[src/hw/conv_seq_defs.svh]
`ifndef CONV_SEQ_DEFS_SVH
`define CONV_SEQ_DEFS_SVH
// register indices on the plain register port
`define REG_CTRL 4'h0
`define REG_SH_TIMING 4'h1
`define REG_SYNC 4'h2
`define REG_ASSIST 4'h3
`define REG_SAMPLE 4'h4
`define REG_SAR 4'h5
`define REG_MODE 4'h6
`define REG_STATUS 4'h7
`define REG_CLKGATE 4'h8
`define REG_CLKSTAT 4'h9
// ctrl fields
`define CTRL_START_BIT 0
`define CTRL_ABORT_BIT 1
// sh timing fields
`define SH_SAMPLE_LSB 0
`define SH_HOLD_LSB 8
// mode fields
`define MODE_SEL_LSB 0
`define MODE_SH_EN_BIT 2
`define MODE_ASSIST_EN_BIT 3
`define MODE_DIV1_BIT 4
`define MODE_AVG_LSB 8
`define SYNC_DIS0_BIT 16
`define SYNC_DIS1_BIT 17
// result processing latencies
`define LAT_SAR_DIV1 8'h06
`define LAT_SAR_OTHER 8'h07
`define LAT_DF_DIV1 8'h08
`define LAT_DF_OTHER 8'h09
`define BUS_LAT_DIV1 8'h02
`define BUS_LAT_OTHER 8'h06
// reset values
`define RST_SH_SAMPLE 8'h0d
`define RST_SH_HOLD 3'h4
`define RST_SYNC 11'h001
`define RST_ASSIST 4'h0
`define RST_SAMPLE 10'h00d
`define RST_SAR 6'h0f
`endif

[src/hw/conv_seq_pkg.sv]
package conv_seq_pkg;
  typedef enum logic [1:0] {
    mode_sar = 2'b00,
    mode_oversample = 2'b01,
    mode_hybrid = 2'b10
  } conv_mode_t;
  typedef enum logic [3:0] {
    st_idle = 4'b0000,
    st_sh_sample = 4'b0001,
    st_sh_hold = 4'b0010,
    st_assist = 4'b0011,
    st_sample = 4'b0100,
    st_sar = 4'b0101,
    st_result = 4'b0110,
    st_sh_back = 4'b0111,
    st_done = 4'b1000
  } phase_t;
endpackage

[src/hw/phase_counter.sv]
`timescale 1ns/100ps
`default_nettype none
module phase_counter #(
  parameter int W = 11
) (
  input wire logic clk,
  input wire logic rstn,
  input wire logic load,
  input wire logic [W-1:0] load_val,
  output logic zero
);
  logic [W-1:0] cnt_ff;
  logic [W-1:0] nxt_cnt;
  initial begin
    if (W < 2) $error("phase_counter width too small");
  end
  always_comb begin
    nxt_cnt = cnt_ff;
    if (load) begin
      nxt_cnt = load_val;
    end else if (cnt_ff != '0) begin
      nxt_cnt = cnt_ff - W'(1);
    end
  end
  always_ff @(posedge clk or negedge rstn) begin
    if (!rstn) begin
      cnt_ff <= '0;
    end else begin
      cnt_ff <= nxt_cnt;
    end
  end
  // a one-count phase ends one cycle after load
  // no load term here: load is built from zero, which would close a loop
  assign zero = (cnt_ff <= W'(1));
endmodule
`default_nettype wire

[src/hw/conv_seq.sv]
// Overview of operation
// - s&h sampling lasts sh_sample_states cycles
// - hold switching lasts sh_hold_switch_states cycles
// - hybrid only: back to sampling, sync minus one
// - assist adds zero or disconnect_assist_states cycles
// - sampling lasts sample_states cycles
// - successive approximation lasts sar_states cycles
// - sar, div1: 6/7 plus 2 bus
// - sar, other ratio: 7/8 plus 5-6
// - filtered, div1: 8/9 plus 2 bus
// - filtered, other ratio: 9/10 plus 5-6
// - averaging count from field, else one
// - clear gate enable, await running flag zero
//
// The implementer's own choices: the address map and the strobed register port.
`include "conv_seq_defs.svh"
`timescale 1ns/100ps
`default_nettype none
module conv_seq #(
  parameter int CNT_W = 11,
  parameter int AVG_W = 4
) (
  input wire logic clk,
  input wire logic rstn,
  input wire logic [3:0] addr,
  input wire logic [31:0] wdata,
  input wire logic wr,
  input wire logic rd,
  output logic [31:0] rdata,
  output logic sh_sampling,
  output logic sh_holding,
  output logic adc_sampling,
  output logic adc_converting,
  output logic assist_active,
  output logic conv_busy,
  output logic conv_done,
  output logic conversion_clock_en
);
  initial begin
    if (CNT_W < 11) $error("CNT_W must cover the 11-bit sync field");
    if (AVG_W < 1 || AVG_W > 8) $error("AVG_W out of range");
  end

  // register state
  logic [7:0] sh_sample_ff, nxt_sh_sample;
  logic [2:0] sh_hold_ff, nxt_sh_hold;
  logic [10:0] sync_ff, nxt_sync;
  logic [3:0] assist_ff, nxt_assist;
  logic [9:0] sample_ff, nxt_sample;
  logic [5:0] sar_ff, nxt_sar;
  logic [1:0] mode_ff, nxt_mode;
  logic sh_en_ff, nxt_sh_en;
  logic assist_en_ff, nxt_assist_en;
  logic div1_ff, nxt_div1;
  logic [AVG_W-1:0] avg_ff, nxt_avg;
  logic [1:0] sync_dis_ff, nxt_sync_dis;
  logic gate_en_ff, nxt_gate_en;
  logic [31:0] rdata_ff, nxt_rdata;
  logic start_req;
  logic abort_req;

  // sequencer state
  conv_seq_pkg::phase_t phase_ff, nxt_phase;
  logic [AVG_W-1:0] rep_ff, nxt_rep;
  logic [CNT_W-1:0] load_val;
  logic load;
  logic cnt_zero;
  logic running_ff, nxt_running;
  logic [1:0] done_seen_ff, nxt_done_seen;
  logic sh_sampling_ff, sh_holding_ff, adc_sampling_ff, adc_converting_ff;
  logic assist_o_ff, busy_ff, done_ff;
  logic nxt_sh_sampling, nxt_sh_holding, nxt_adc_sampling, nxt_adc_converting;
  logic nxt_assist_o, nxt_busy, nxt_done;

  function automatic logic [CNT_W-1:0] widen(input logic [10:0] v);
    widen = CNT_W'(v);
  endfunction

  // result processing length in conversion-clock cycles, bus part folded in
  function automatic logic [7:0] result_len(input logic [1:0] m, input logic d1, input logic avg);
    logic [7:0] base;
    base = 8'h00;
    if (m == conv_seq_pkg::mode_sar) begin
      base = d1 ? `LAT_SAR_DIV1 : `LAT_SAR_OTHER;
    end else begin
      base = d1 ? `LAT_DF_DIV1 : `LAT_DF_OTHER;
    end
    // bus part taken at its longest so results never appear early
    result_len = base + 8'(avg) + (d1 ? `BUS_LAT_DIV1 : `BUS_LAT_OTHER);
  endfunction

  logic avg_used;
  assign avg_used = (avg_ff > AVG_W'(1));

  // register writes
  always_comb begin
    nxt_sh_sample = sh_sample_ff;
    nxt_sh_hold = sh_hold_ff;
    nxt_sync = sync_ff;
    nxt_assist = assist_ff;
    nxt_sample = sample_ff;
    nxt_sar = sar_ff;
    nxt_mode = mode_ff;
    nxt_sh_en = sh_en_ff;
    nxt_assist_en = assist_en_ff;
    nxt_div1 = div1_ff;
    nxt_avg = avg_ff;
    nxt_sync_dis = sync_dis_ff;
    nxt_gate_en = gate_en_ff;
    start_req = 1'b0;
    abort_req = 1'b0;
    if (wr) begin
      if (addr == `REG_CTRL) begin
        start_req = wdata[`CTRL_START_BIT];
        abort_req = wdata[`CTRL_ABORT_BIT];
      end else if (addr == `REG_SH_TIMING) begin
        nxt_sh_sample = wdata[`SH_SAMPLE_LSB +: 8];
        nxt_sh_hold = wdata[`SH_HOLD_LSB +: 3];
      end else if (addr == `REG_SYNC) begin
        nxt_sync = wdata[10:0];
      end else if (addr == `REG_ASSIST) begin
        nxt_assist = wdata[3:0];
      end else if (addr == `REG_SAMPLE) begin
        nxt_sample = wdata[9:0];
      end else if (addr == `REG_SAR) begin
        nxt_sar = wdata[5:0];
      end else if (addr == `REG_MODE) begin
        nxt_mode = wdata[`MODE_SEL_LSB +: 2];
        nxt_sh_en = wdata[`MODE_SH_EN_BIT];
        nxt_assist_en = wdata[`MODE_ASSIST_EN_BIT];
        nxt_div1 = wdata[`MODE_DIV1_BIT];
        nxt_avg = wdata[`MODE_AVG_LSB +: AVG_W];
        nxt_sync_dis = {wdata[`SYNC_DIS1_BIT], wdata[`SYNC_DIS0_BIT]};
      end else if (addr == `REG_CLKGATE) begin
        nxt_gate_en = wdata[0];
      end
    end
  end

  // register reads, unmapped indices read zero
  always_comb begin
    nxt_rdata = 32'h0000_0000;
    if (rd) begin
      if (addr == `REG_SH_TIMING) begin
        nxt_rdata = {21'h000000, sh_hold_ff, sh_sample_ff};
      end else if (addr == `REG_SYNC) begin
        nxt_rdata = {21'h000000, sync_ff};
      end else if (addr == `REG_ASSIST) begin
        nxt_rdata = {28'h0000000, assist_ff};
      end else if (addr == `REG_SAMPLE) begin
        nxt_rdata = {22'h000000, sample_ff};
      end else if (addr == `REG_SAR) begin
        nxt_rdata = {26'h0000000, sar_ff};
      end else if (addr == `REG_MODE) begin
        nxt_rdata[`MODE_SEL_LSB +: 2] = mode_ff;
        nxt_rdata[`MODE_SH_EN_BIT] = sh_en_ff;
        nxt_rdata[`MODE_ASSIST_EN_BIT] = assist_en_ff;
        nxt_rdata[`MODE_DIV1_BIT] = div1_ff;
        nxt_rdata[`MODE_AVG_LSB +: AVG_W] = avg_ff;
        nxt_rdata[`SYNC_DIS1_BIT] = sync_dis_ff[1];
        nxt_rdata[`SYNC_DIS0_BIT] = sync_dis_ff[0];
      end else if (addr == `REG_STATUS) begin
        nxt_rdata = {24'h000000, busy_ff, done_ff, 2'b00, 4'(phase_ff)};
      end else if (addr == `REG_CLKGATE) begin
        nxt_rdata = {31'h00000000, gate_en_ff};
      end else if (addr == `REG_CLKSTAT) begin
        nxt_rdata = {31'h00000000, running_ff};
      end
    end
  end

  // phase sequencing
  always_comb begin
    nxt_phase = phase_ff;
    nxt_rep = rep_ff;
    load = 1'b0;
    load_val = '0;
    case (phase_ff)
      conv_seq_pkg::st_idle: begin
        // no start while the conversion clock is gated off
        if (start_req && running_ff) begin
          nxt_rep = (avg_ff == '0) ? AVG_W'(1) : avg_ff;
          load = 1'b1;
          if (sh_en_ff) begin
            nxt_phase = conv_seq_pkg::st_sh_sample;
            load_val = widen({3'h0, sh_sample_ff});
          end else if (assist_en_ff) begin
            nxt_phase = conv_seq_pkg::st_assist;
            load_val = widen({7'h00, assist_ff});
          end else begin
            nxt_phase = conv_seq_pkg::st_sample;
            load_val = widen({1'b0, sample_ff});
          end
        end
      end
      conv_seq_pkg::st_sh_sample: begin
        if (cnt_zero) begin
          load = 1'b1;
          nxt_phase = conv_seq_pkg::st_sh_hold;
          load_val = widen({8'h00, sh_hold_ff});
        end
      end
      conv_seq_pkg::st_sh_hold, conv_seq_pkg::st_sh_back: begin
        if (cnt_zero) begin
          load = 1'b1;
          // assist disabled adds nothing
          if (assist_en_ff) begin
            nxt_phase = conv_seq_pkg::st_assist;
            load_val = widen({7'h00, assist_ff});
          end else begin
            nxt_phase = conv_seq_pkg::st_sample;
            load_val = widen({1'b0, sample_ff});
          end
        end
      end
      conv_seq_pkg::st_assist: begin
        if (cnt_zero) begin
          load = 1'b1;
          nxt_phase = conv_seq_pkg::st_sample;
          load_val = widen({1'b0, sample_ff});
        end
      end
      conv_seq_pkg::st_sample: begin
        if (cnt_zero) begin
          load = 1'b1;
          nxt_phase = conv_seq_pkg::st_sar;
          load_val = widen({5'h00, sar_ff});
        end
      end
      conv_seq_pkg::st_sar: begin
        if (cnt_zero) begin
          load = 1'b1;
          if (rep_ff > AVG_W'(1)) begin
            nxt_rep = rep_ff - AVG_W'(1);
            if (mode_ff == conv_seq_pkg::mode_hybrid && sh_en_ff) begin
              nxt_phase = conv_seq_pkg::st_sh_back;
              load_val = widen(sync_ff - 11'h001);
            end else if (assist_en_ff) begin
              nxt_phase = conv_seq_pkg::st_assist;
              load_val = widen({7'h00, assist_ff});
            end else begin
              nxt_phase = conv_seq_pkg::st_sample;
              load_val = widen({1'b0, sample_ff});
            end
          end else begin
            nxt_phase = conv_seq_pkg::st_result;
            load_val = widen({3'h0, result_len(mode_ff, div1_ff, avg_used)});
          end
        end
      end
      conv_seq_pkg::st_result: begin
        if (cnt_zero) begin
          nxt_phase = conv_seq_pkg::st_done;
        end
      end
      conv_seq_pkg::st_done: begin
        nxt_phase = conv_seq_pkg::st_idle;
      end
      default: begin
        nxt_phase = conv_seq_pkg::st_idle;
      end
    endcase
    if (abort_req) begin
      nxt_phase = conv_seq_pkg::st_idle;
    end
  end

  // gate status follows enable after three cycles, like a clock stop handshake
  always_comb begin
    nxt_done_seen = {done_seen_ff[0], gate_en_ff};
    nxt_running = done_seen_ff[1];
    nxt_sh_sampling = (nxt_phase == conv_seq_pkg::st_sh_sample) || (nxt_phase == conv_seq_pkg::st_sh_back);
    nxt_sh_holding = (nxt_phase == conv_seq_pkg::st_sh_hold);
    nxt_adc_sampling = (nxt_phase == conv_seq_pkg::st_sample);
    nxt_adc_converting = (nxt_phase == conv_seq_pkg::st_sar);
    nxt_assist_o = (nxt_phase == conv_seq_pkg::st_assist);
    nxt_busy = (nxt_phase != conv_seq_pkg::st_idle) && (nxt_phase != conv_seq_pkg::st_done);
    nxt_done = (nxt_phase == conv_seq_pkg::st_done);
  end

  phase_counter #(.W(CNT_W)) u_cnt (
    .clk(clk),
    .rstn(rstn),
    .load(load),
    .load_val(load_val),
    .zero(cnt_zero)
  );

  always_ff @(posedge clk or negedge rstn) begin
    if (!rstn) begin
      sh_sample_ff <= `RST_SH_SAMPLE;
      sh_hold_ff <= `RST_SH_HOLD;
      sync_ff <= `RST_SYNC;
      assist_ff <= `RST_ASSIST;
      sample_ff <= `RST_SAMPLE;
      sar_ff <= `RST_SAR;
      mode_ff <= 2'h0;
      sh_en_ff <= 1'b0;
      assist_en_ff <= 1'b0;
      div1_ff <= 1'b0;
      avg_ff <= '0;
      sync_dis_ff <= 2'h3;
      gate_en_ff <= 1'b0;
      rdata_ff <= 32'h0000_0000;
      phase_ff <= conv_seq_pkg::st_idle;
      rep_ff <= '0;
      running_ff <= 1'b0;
      done_seen_ff <= 2'h0;
      sh_sampling_ff <= 1'b0;
      sh_holding_ff <= 1'b0;
      adc_sampling_ff <= 1'b0;
      adc_converting_ff <= 1'b0;
      assist_o_ff <= 1'b0;
      busy_ff <= 1'b0;
      done_ff <= 1'b0;
    end else begin
      sh_sample_ff <= nxt_sh_sample;
      sh_hold_ff <= nxt_sh_hold;
      sync_ff <= nxt_sync;
      assist_ff <= nxt_assist;
      sample_ff <= nxt_sample;
      sar_ff <= nxt_sar;
      mode_ff <= nxt_mode;
      sh_en_ff <= nxt_sh_en;
      assist_en_ff <= nxt_assist_en;
      div1_ff <= nxt_div1;
      avg_ff <= nxt_avg;
      sync_dis_ff <= nxt_sync_dis;
      gate_en_ff <= nxt_gate_en;
      rdata_ff <= nxt_rdata;
      phase_ff <= nxt_phase;
      rep_ff <= nxt_rep;
      running_ff <= nxt_running;
      done_seen_ff <= nxt_done_seen;
      sh_sampling_ff <= nxt_sh_sampling;
      sh_holding_ff <= nxt_sh_holding;
      adc_sampling_ff <= nxt_adc_sampling;
      adc_converting_ff <= nxt_adc_converting;
      assist_o_ff <= nxt_assist_o;
      busy_ff <= nxt_busy;
      done_ff <= nxt_done;
    end
  end

  assign rdata = rdata_ff;
  assign sh_sampling = sh_sampling_ff;
  assign sh_holding = sh_holding_ff;
  assign adc_sampling = adc_sampling_ff;
  assign adc_converting = adc_converting_ff;
  assign assist_active = assist_o_ff;
  assign conv_busy = busy_ff;
  assign conv_done = done_ff;
  assign conversion_clock_en = running_ff;
endmodule
`default_nettype wire

[config.mk]
export PLATFORM = sky130hd
export DESIGN_NAME = conv_seq
export DESIGN_NICKNAME = d
export VERILOG_FILES = /design/src/hw/conv_seq_pkg.sv /design/src/hw/phase_counter.sv /design/src/hw/conv_seq.sv
export VERILOG_INCLUDE_DIRS = /design/src /design/src/hw
export SDC_FILE = /design/constraint.sdc
export NUM_CORES = 1
export LEC_CHECK = 0
export ABC_AREA = 1
export BUFFER_PORTS_ARGS = -buffer_cell sky130_fd_sc_hd__buf_2
export CAP_MARGIN = 25
export CORE_UTILIZATION = 47
export CTS_BUF_LIST = sky130_fd_sc_hd__clkbuf_2
export CTS_CLUSTER_SIZE = 8
export DETAILED_ROUTE_END_ITERATION = 8
export GPL_TIMING_DRIVEN = 0
export MAX_ROUTING_LAYER = met4
export PLACE_DENSITY_LB_ADDON = 0.12
export SETUP_SLACK_MARGIN = 0.05
export SYNTH_ARGS = -nofsm -noshare
export SYNTH_HDL_FRONTEND = slang
export SYNTH_SLANG_ARGS = --single-unit
export TNS_END_PERCENT = 100
[constraint.sdc]
create_clock -name clk -period 3 [get_ports clk]
set_input_delay 0.15 -clock clk [delete_from_list [all_inputs] [get_ports clk]]
set_output_delay 0.15 -clock clk [all_outputs]
set_load 0.01 [all_outputs]
==> results of run 1 <==
-- report_power, final --
part	internal, mW	switching (mW)	leakage (nW)	total [mW]
Combinational	0.499	0.897	2.12	1.40
Clock	0.293	0.493	0.0865	0.786
Sequential	1.60	0.288	1.21	1.89
Total	2.39	1.68	3.42	4.07
-- area by class of cell --
class	instances	share of cell area (%)
Buffer	37	3.57
Clock buffer	9	0.670
Clock inverter	7	1.60
Inverter	109	6.16
Multi-Input combinational cell	534	41.2
Sequential cell	97	36.4
Tap cell	147	2.74
Timing Repair Buffer	70	7.67
-- worst paths after layout --
check	startpoint	endpoint	slack, ns	cells past startpoint
worst max register to register	rep_ff[0]$_DFFE_PN0P_	u_cnt.cnt_ff[10]$_DFFE_PN0P_	0.81	9
max in group asynchronous	rstn	sh_hold_ff[2]$_DFFE_PN1P_	2.05	4
min in group asynchronous	rstn	u_cnt.cnt_ff[3]$_DFFE_PN0P_	0.54	4
worst min-delay path	wdata[16]	sync_dis_ff[0]$_DFFE_PN1P_	0.28	3
worst max-delay path	addr[3]	sh_hold_ff[2]$_DFFE_PN1P_	0.28	10
worst min register to register	done_seen_ff[1]$_DFF_PN0_	conversion_clock_en$_DFF_PN0_	0.39	0
-- worst min-delay path, delay by kind of cell --
kind,cells,cell delay (ns)
mux,1,0.13
buf+inv,2,0.61
-- what timing repair did --
item	4_1_cts	5_1_grt
hold endpoints to repair	151	0
endpoints found under the setup margin	0	1
hold buffers	26	0
gates resized for setup	0	1
-- through the flow --
step	setup WS [ns]	power (mW)	instance area, µm²	hold slack (ns)	util, %
4_1_cts	0.164	4.07	6720	0.229	55.9
3_3_place_gp	0.865	3.20	6270	0.333	52.2
3_5_place_dp	0.853	3.24	6300	0.124	52.4
6_report	0.281	4.07	6720	0.276	56.0
5_1_grt	0.206	4.35	6720	0.264	56.0
2_1_floorplan	1.31	2.78	5870	-0.146	-
-- per-layer routing --
layer	share of wire (%)	routed length [µm]
met1	47	8260
met3	4.6	819
met2	46	8070
met5	0	0
met4	3.1	544
-- synthesized netlist by cell type (all sizes together) (2+ instances only) --
library cell  number  area [µm²]
a21oi             25         133
a221oi             4        35.0
a31oi              7        43.8
a41oi              2        17.5
buf               26         199
clkbuf            11        41.3
clkinv             2        7.51
dfrtp             83        2080
dfstp             14         368
ha                10         125
inv              107         407
mux2               2        22.5
nand2            191         783
nand3             39         223
nand4              6        43.8
nor2              65         309
nor3              10        60.1
nor3b              2        15.0
o2111ai            4        35.0
o211ai            10        75.1
o21ai            111         563
o221ai             4        35.0
o22ai              4        25.0
o31ai              3        22.5
or2                2        12.5
xnor2              3        26.3
xor2               6        52.6
-- cells by family (layout without fill, tap and decap cells) --
family | after synthesis | after routing | synth area share (%)
adders and majority gates | 10 | 10 | 2.16
xor gates and xnor gates | 9 | 9 | 1.36
DFF | 97 | 97 | 42.1
other | 1 | 18 | 0.0646
buffers and inverters | 146 | 232 | 11.3
and+or+nand+nor | 317 | 317 | 25.1
muxes | 2 | 2 | 0.388
AOI/OAI and AO/OA | 178 | 178 | 17.5
-- sequential cells by signal, indices dropped and copies added (netlist names), 2 cells and up --
| register | flops |
|---|---|
| avg_ff | 4 |
| u_cnt.cnt_ff | 11 |
| done_seen_ff | 2 |
| sar_ff | 6 |
| rdata | 14 |
| sync_ff | 11 |
| sync_dis_ff | 2 |
| rep_ff | 4 |
| mode_ff | 2 |
| sh_hold_ff | 3 |
| sh_sample_ff | 8 |
| phase_ff | 4 |
| assist_ff | 4 |
| sample_ff | 10 |
-- placed cells by master (no fill, tap or decap), types with 5 or more instances in the layout --
cell type	synthesis	final
sky130_fd_sc_hd__a31oi_1	7	7
sky130_fd_sc_hd__ha_1	10	10
sky130_fd_sc_hd__clkbuf_1	11	11
sky130_fd_sc_hd__buf_2	3	45
sky130_fd_sc_hd__nand3_1	35	35
sky130_fd_sc_hd__nor3_1	8	8
sky130_fd_sc_hd__nand4_1	5	5
sky130_fd_sc_hd__o211ai_1	10	10
sky130_fd_sc_hd__nor2_2	11	12
sky130_fd_sc_hd__conb_1	1	18
sky130_fd_sc_hd__dfrtp_1	83	83
sky130_fd_sc_hd__clkbuf_2	0	9
sky130_fd_sc_hd__a21oi_1	23	23
sky130_fd_sc_hd__dlygate4sd3_1	0	25
sky130_fd_sc_hd__buf_4	20	21
sky130_fd_sc_hd__o21ai_0	106	106
sky130_fd_sc_hd__inv_2	9	9
sky130_fd_sc_hd__nand2_1	178	178
sky130_fd_sc_hd__xor2_1	6	6
sky130_fd_sc_hd__inv_1	96	96
sky130_fd_sc_hd__nor2_1	49	48
sky130_fd_sc_hd__dfstp_2	14	14
sky130_fd_sc_hd__nor2_4	5	5
sky130_fd_sc_hd__nand2_2	8	8
==> qor.txt, run 1 <==
PWR
------------------------------------------------------------------------------
Total power divided by cell area                                    605 nW/µm²
Max IR drop VDD                                                         532 µV
Static leakage                                                         3.42 nW

SYNTHESIS
------------------------------------------------------------------------------
Count of yosys warnings during synthesis                                     0
Part of the Yosys area used for sequential elements                      42.1%
Syn_area_per_cell                                                     7.64 µm²
Flip-flop and latch count after synthesis                                   97
Most frequently used flop master after synthesis                  sky130_fd_sc_hd__dfrtp_1
Synth Instances                                                            760
Area of the mapped netlist                                            5800 µm²
Number of flops mapped to enable cells by yosys                              0
Cell variety after synth                                                    50
Share of synthesized registers carrying an async set or reset             100%

GLOBAL ROUTING
------------------------------------------------------------------------------
Initial antenna violation count                                              0
GRT Residual Overflow                                                        0
Maximum number of pins on one net before global-route repair                66
Met2 global-route usage                                                  45.9%
First-pass GRT wire length                                           28,100 µm
Number of global-route vias before repair                                5,225
Gr busiest metal                                                          met2
Total track usage                                                        30.2%
GR met1 Demand/Resource                                                  41.1%
Routing usage on met3                                                    3.32%

STA
------------------------------------------------------------------------------
Peak clock frequency supported by timing                               368 MHz
Final Setup Violations                                                       0
Clock skew                                                           0.0327 ns
Ratio of final minimum period to clock period                            90.6%
Number of hold violations in the final report                                0
Transition time of the tightest slew-check pin                        0.635 ns
Unrepaired setup endpoints after global routing                          false
Fin crit period                                                        2.72 ns
Final count of pins violating max slew                                       0
TNS Setup                                                                 0 ns
Normalized max-slew margin                                               57.2%

DRT
------------------------------------------------------------------------------
Detailed-route wire length                                           17,700 µm
Residual DRC                                                                 0
Vias                                                                     5,427
Routed vias/inst                                                          5.37
Detailed-route wire length per cell                                    17.5 µm
Count of nets left with antenna violations after detail routing              0
DRC marker count from the first detailed-route iteration                   412
Router iterations before antenna repair                                      7

CRITICAL PATH
------------------------------------------------------------------------------
CP bufs+invs                                                                 6
Dominant delay contributor by cell family on the critical path    buffers and inverters
Most frequent cell on the critical path                           sky130_fd_sc_hd__dlygate4sd3_1
Crit path arrival time                                                 3.31 ns
Longest individual stage delay on the worst path                       0.62 ns
Required @ worst endpoint                                              3.59 ns
Largest fanout of any net on the critical path                              10
Critical path startpoint category                                 primary input
Critical path class                                                     in2reg
Slowest cell on the critical path                                 sky130_fd_sc_hd__dlygate4sd3_1
Cells along the critical path                                     dlygate4sd3_1 -> buf_2 -> nor2_4 -> dlygate4sd3_1 -> inv_1 -> nor2_2 -> nand2_1 -> clkbuf_1 -> o21ai_0 -> dlygate4sd3_1
Critical path endpoint category                                           flop

CLOCKING
------------------------------------------------------------------------------
Buffer count from post-CTS setup fixing                                      0
CTS buffer count                                                             9
Clock insertion delay at the later pin of the skew report              0.65 ns
Clk pin slew, worst setup/hold paths                                   0.27 ns
Clk sinks                                                                   97
H-Tree Depth                                                                 3
Buffers from clock root to sink, at most                                     2
Clock root buffer                                                 sky130_fd_sc_hd__clkbuf_2
CTS tree                                                                   yes

PLACEMENT
------------------------------------------------------------------------------
I/O Buffers                                                                 43
Final Wtd Congestion                                                     0.962
Post-detailed-placement half-perimeter wirelength                    13,800 µm
Instance count after placement with tap cells included                     968

LAYOUT
------------------------------------------------------------------------------
Area occupied by multi-input gates                                    2770 µm²
Fin cells                                                                1,010
Sequential cell area                                                  2440 µm²
Antenna cells                                                                0
Share of cells above drive strength 1                                    18.2%
Net count, final                                                           908
Area growth, synth to finish                                             15.8%
Fillers                                                                  1,156

FLOORPLAN
------------------------------------------------------------------------------
Full die area                                                       12,800 µm²
Initial Util                                                             48.3%
Number of rows in the core area                                             40
Placeable core region                                               12,000 µm²
Die Height                                                              113 µm
I/O pin cnt                                                                 80
Overall die width                                                       113 µm

RUN
------------------------------------------------------------------------------
Number of max-cap violations                                                 0

MIN PATH
------------------------------------------------------------------------------
Class of the most critical hold timing path                             in2reg

STATUS
------------------------------------------------------------------------------
Status                                                               completed

Power figures use the tool's default switching activity.
==> inputs of run 2 (changes only) <==
--- a/config.mk
+++ b/config.mk
@@ -7,8 +7,9 @@
 export NUM_CORES = 1
 export LEC_CHECK = 0
 export ABC_AREA = 1
-export BUFFER_PORTS_ARGS = -buffer_cell sky130_fd_sc_hd__buf_2
+export BUFFER_PORTS_ARGS = -buffer_cell sky130_fd_sc_hd__buf_4
 export CAP_MARGIN = 25
+export CORE_ASPECT_RATIO = 1.2
 export CORE_UTILIZATION = 47
 export CTS_BUF_LIST = sky130_fd_sc_hd__clkbuf_2
 export CTS_CLUSTER_SIZE = 8
==> qor.txt, run 2 (synthesis results as in run 1) <==
STATUS
------------------------------------------------------------------------------
Status                                                               completed

DRT
------------------------------------------------------------------------------
Detailed-route wire length                                           17,600 µm
Vias                                                                     5,420
DRC marker count from the first detailed-route iteration                   346
Detailed-route wire length per cell                                    17.1 µm
Router iterations before antenna repair                                      5
Routed vias/inst                                                          5.29
Residual DRC                                                                 0
Count of nets left with antenna violations after detail routing              0

STA
------------------------------------------------------------------------------
Final Setup Violations                                                       0
Peak clock frequency supported by timing                               413 MHz
Normalized max-slew margin                                               59.9%
Ratio of final minimum period to clock period                            80.6%
Clock skew                                                           0.0282 ns
Number of hold violations in the final report                                0
Unrepaired setup endpoints after global routing                          false
Transition time of the tightest slew-check pin                        0.598 ns
Fin crit period                                                        2.42 ns
Post-route setup slack                                                0.582 ns
Final count of pins violating max slew                                       0
TNS Setup                                                                 0 ns

GLOBAL ROUTING
------------------------------------------------------------------------------
First-pass GRT wire length                                           26,800 µm
Initial antenna violation count                                              0
Number of global-route vias before repair                                5,033
Total track usage                                                        29.4%
Maximum number of pins on one net before global-route repair                67
GRT Residual Overflow                                                        0

FLOORPLAN
------------------------------------------------------------------------------
Initial Util                                                             48.1%
Number of rows in the core area                                             44
Placeable core region                                               12,100 µm²
Full die area                                                       12,800 µm²
Overall die width                                                       103 µm
I/O pin cnt                                                                 80
Die Height                                                              124 µm

CRITICAL PATH
------------------------------------------------------------------------------
Slowest cell on the critical path                                 sky130_fd_sc_hd__dlygate4sd3_1
Longest individual stage delay on the worst path                       0.59 ns
Critical path class                                                     in2reg
Crit path arrival time                                                 2.93 ns
CP bufs+invs                                                                 6
Dominant delay contributor by cell family on the critical path    buffers and inverters
Cells along the critical path                                     dlygate4sd3_1 -> buf_4 -> nor2_4 -> dlygate4sd3_1 -> nand2_2 -> nor2_2 -> nand2_2 -> inv_2 -> a21oi_2 -> buf_6 -> o21ai_0 -> nand3_1 -> o21ai_0 -> inv_1
Critical path endpoint category                                           flop
Largest fanout of any net on the critical path                              10
Required @ worst endpoint                                              3.51 ns
Critical path startpoint category                                 primary input

PLACEMENT
------------------------------------------------------------------------------
Final Wtd Congestion                                                     0.933
Worst setup slack before clock tree synthesis                         0.804 ns
I/O Buffers                                                                 43
Post-detailed-placement half-perimeter wirelength                    13,700 µm
Cell area after placement                                             6420 µm²

PWR
------------------------------------------------------------------------------
Total power divided by cell area                                    580 nW/µm²
Internal power                                                         2.32 mW
Power share of the combinational group                                   35.6%
Switching share of power                                                 41.0%
Register share of total power                                            47.4%
Power dissipated by switching net loads                                1.62 mW
Static leakage                                                         3.42 nW
Clk network pwr share                                                    17.0%
Max IR drop VDD                                                         408 µV

CLOCKING
------------------------------------------------------------------------------
Clock insertion delay at the later pin of the skew report              0.58 ns
CTS buffer count                                                             9
Clk pin slew, worst setup/hold paths                                   0.26 ns
CTS tree                                                                   yes
H-Tree Depth                                                                 3
Buffers from clock root to sink, at most                                     2
Buffer count from post-CTS setup fixing                                      0
Clk sinks                                                                   97
Clock root buffer                                                 sky130_fd_sc_hd__clkbuf_2

LAYOUT
------------------------------------------------------------------------------
Net count, final                                                           908
Area growth, synth to finish                                             17.2%
Post-route cell area                                                  6800 µm²
Fillers                                                                  1,183
Antenna cells                                                                0
Highest-count cells in the layout ignoring fill and taps          sky130_fd_sc_hd__nand2_1 (178), sky130_fd_sc_hd__o21ai_0 (106), sky130_fd_sc_hd__inv_1 (96)
Share of cells above drive strength 1                                    18.1%
Post-Route Utilization                                                   56.4%
Number of flip-flops under the largest register name                        14
Commonest non-fill, non-tap cell in the layout                    sky130_fd_sc_hd__nand2_1

MIN PATH
------------------------------------------------------------------------------
Class of the most critical hold timing path                             in2reg

RUN
------------------------------------------------------------------------------
Number of max-cap violations                                                 0

-- run 2: final timing paths --
kind | start | to | slack, ns | cells past startpoint
setup / recovery | addr[3] | u_cnt.cnt_ff[0]$_DFFE_PN0P_ | 0.58 | 14
hold / removal | wdata[16] | sync_dis_ff[0]$_DFFE_PN1P_ | 0.37 | 3
setup reg to reg | rep_ff[0]$_DFFE_PN0P_ | u_cnt.cnt_ff[9]$_DFFE_PN0P_ | 0.74 | 11
hold reg to reg | done_seen_ff[1]$_DFF_PN0_ | conversion_clock_en$_DFF_PN0_ | 0.39 | 0
max in group asynchronous | rstn | u_cnt.cnt_ff[2]$_DFFE_PN0P_ | 1.32 | 5
min in group asynchronous | rstn | u_cnt.cnt_ff[3]$_DFFE_PN0P_ | 0.48 | 3
-- run 2: stage by stage --
stage	hold slack (ns)	instances	total power, mW
global placement	0.334	981	3.21
finish	0.371	1024	3.94
detailed placement	0.121	982	3.24
global route	0.311	1024	4.24
CTS	0.297	1023	3.96
floorplan	-0.146	777	2.78
-- run 2: metal layers --
layer | part of all wire (%) | GRT usage (%) | wire length [µm]
met1 | 44 | 37.7 | 7740
met2 | 49 | 47.8 | 8630
met3 | 3.9 | 3.48 | 686
met4 | 2.9 | 10.9 | 505
met5 | 0 | - | 0
-- run 2: power by group through the flow --
stage	sequential, mW	clock [mW]	combinational (mW)
finish	1.87	0.670	1.40
global placement	1.88	0	1.33
detailed placement	1.89	0	1.36
CTS	1.86	0.707	1.40
floorplan	1.80	0	0.978
global route	1.90	0.741	1.60
-- run 2: final cells by class --
cell class                      count  area, µm²  area share [%]
Multi-Input combinational cell    534       2770            40.7
Sequential cell                    97       2440            35.9
Timing Repair Buffer               70        616            9.05
Inverter                          109        414            6.09
Buffer                             37        240            3.53
Tap cell                          161        201            2.96
Clock inverter                      5       63.8           0.938
Clock buffer                       11       55.1           0.809
-- run 2: tightest hold or removal path: cells and delay by family --
| kind | cells | cell delay (ns) |
|---|---|---|
| mux | 1 | 0.13 |
| buf+inv | 2 | 0.64 |
-- run 2: what timing repair did --
item,4_1_cts,5_1_grt
resized for setup,0,0
hold endpoints to repair,151,0
hold buffers,25,0
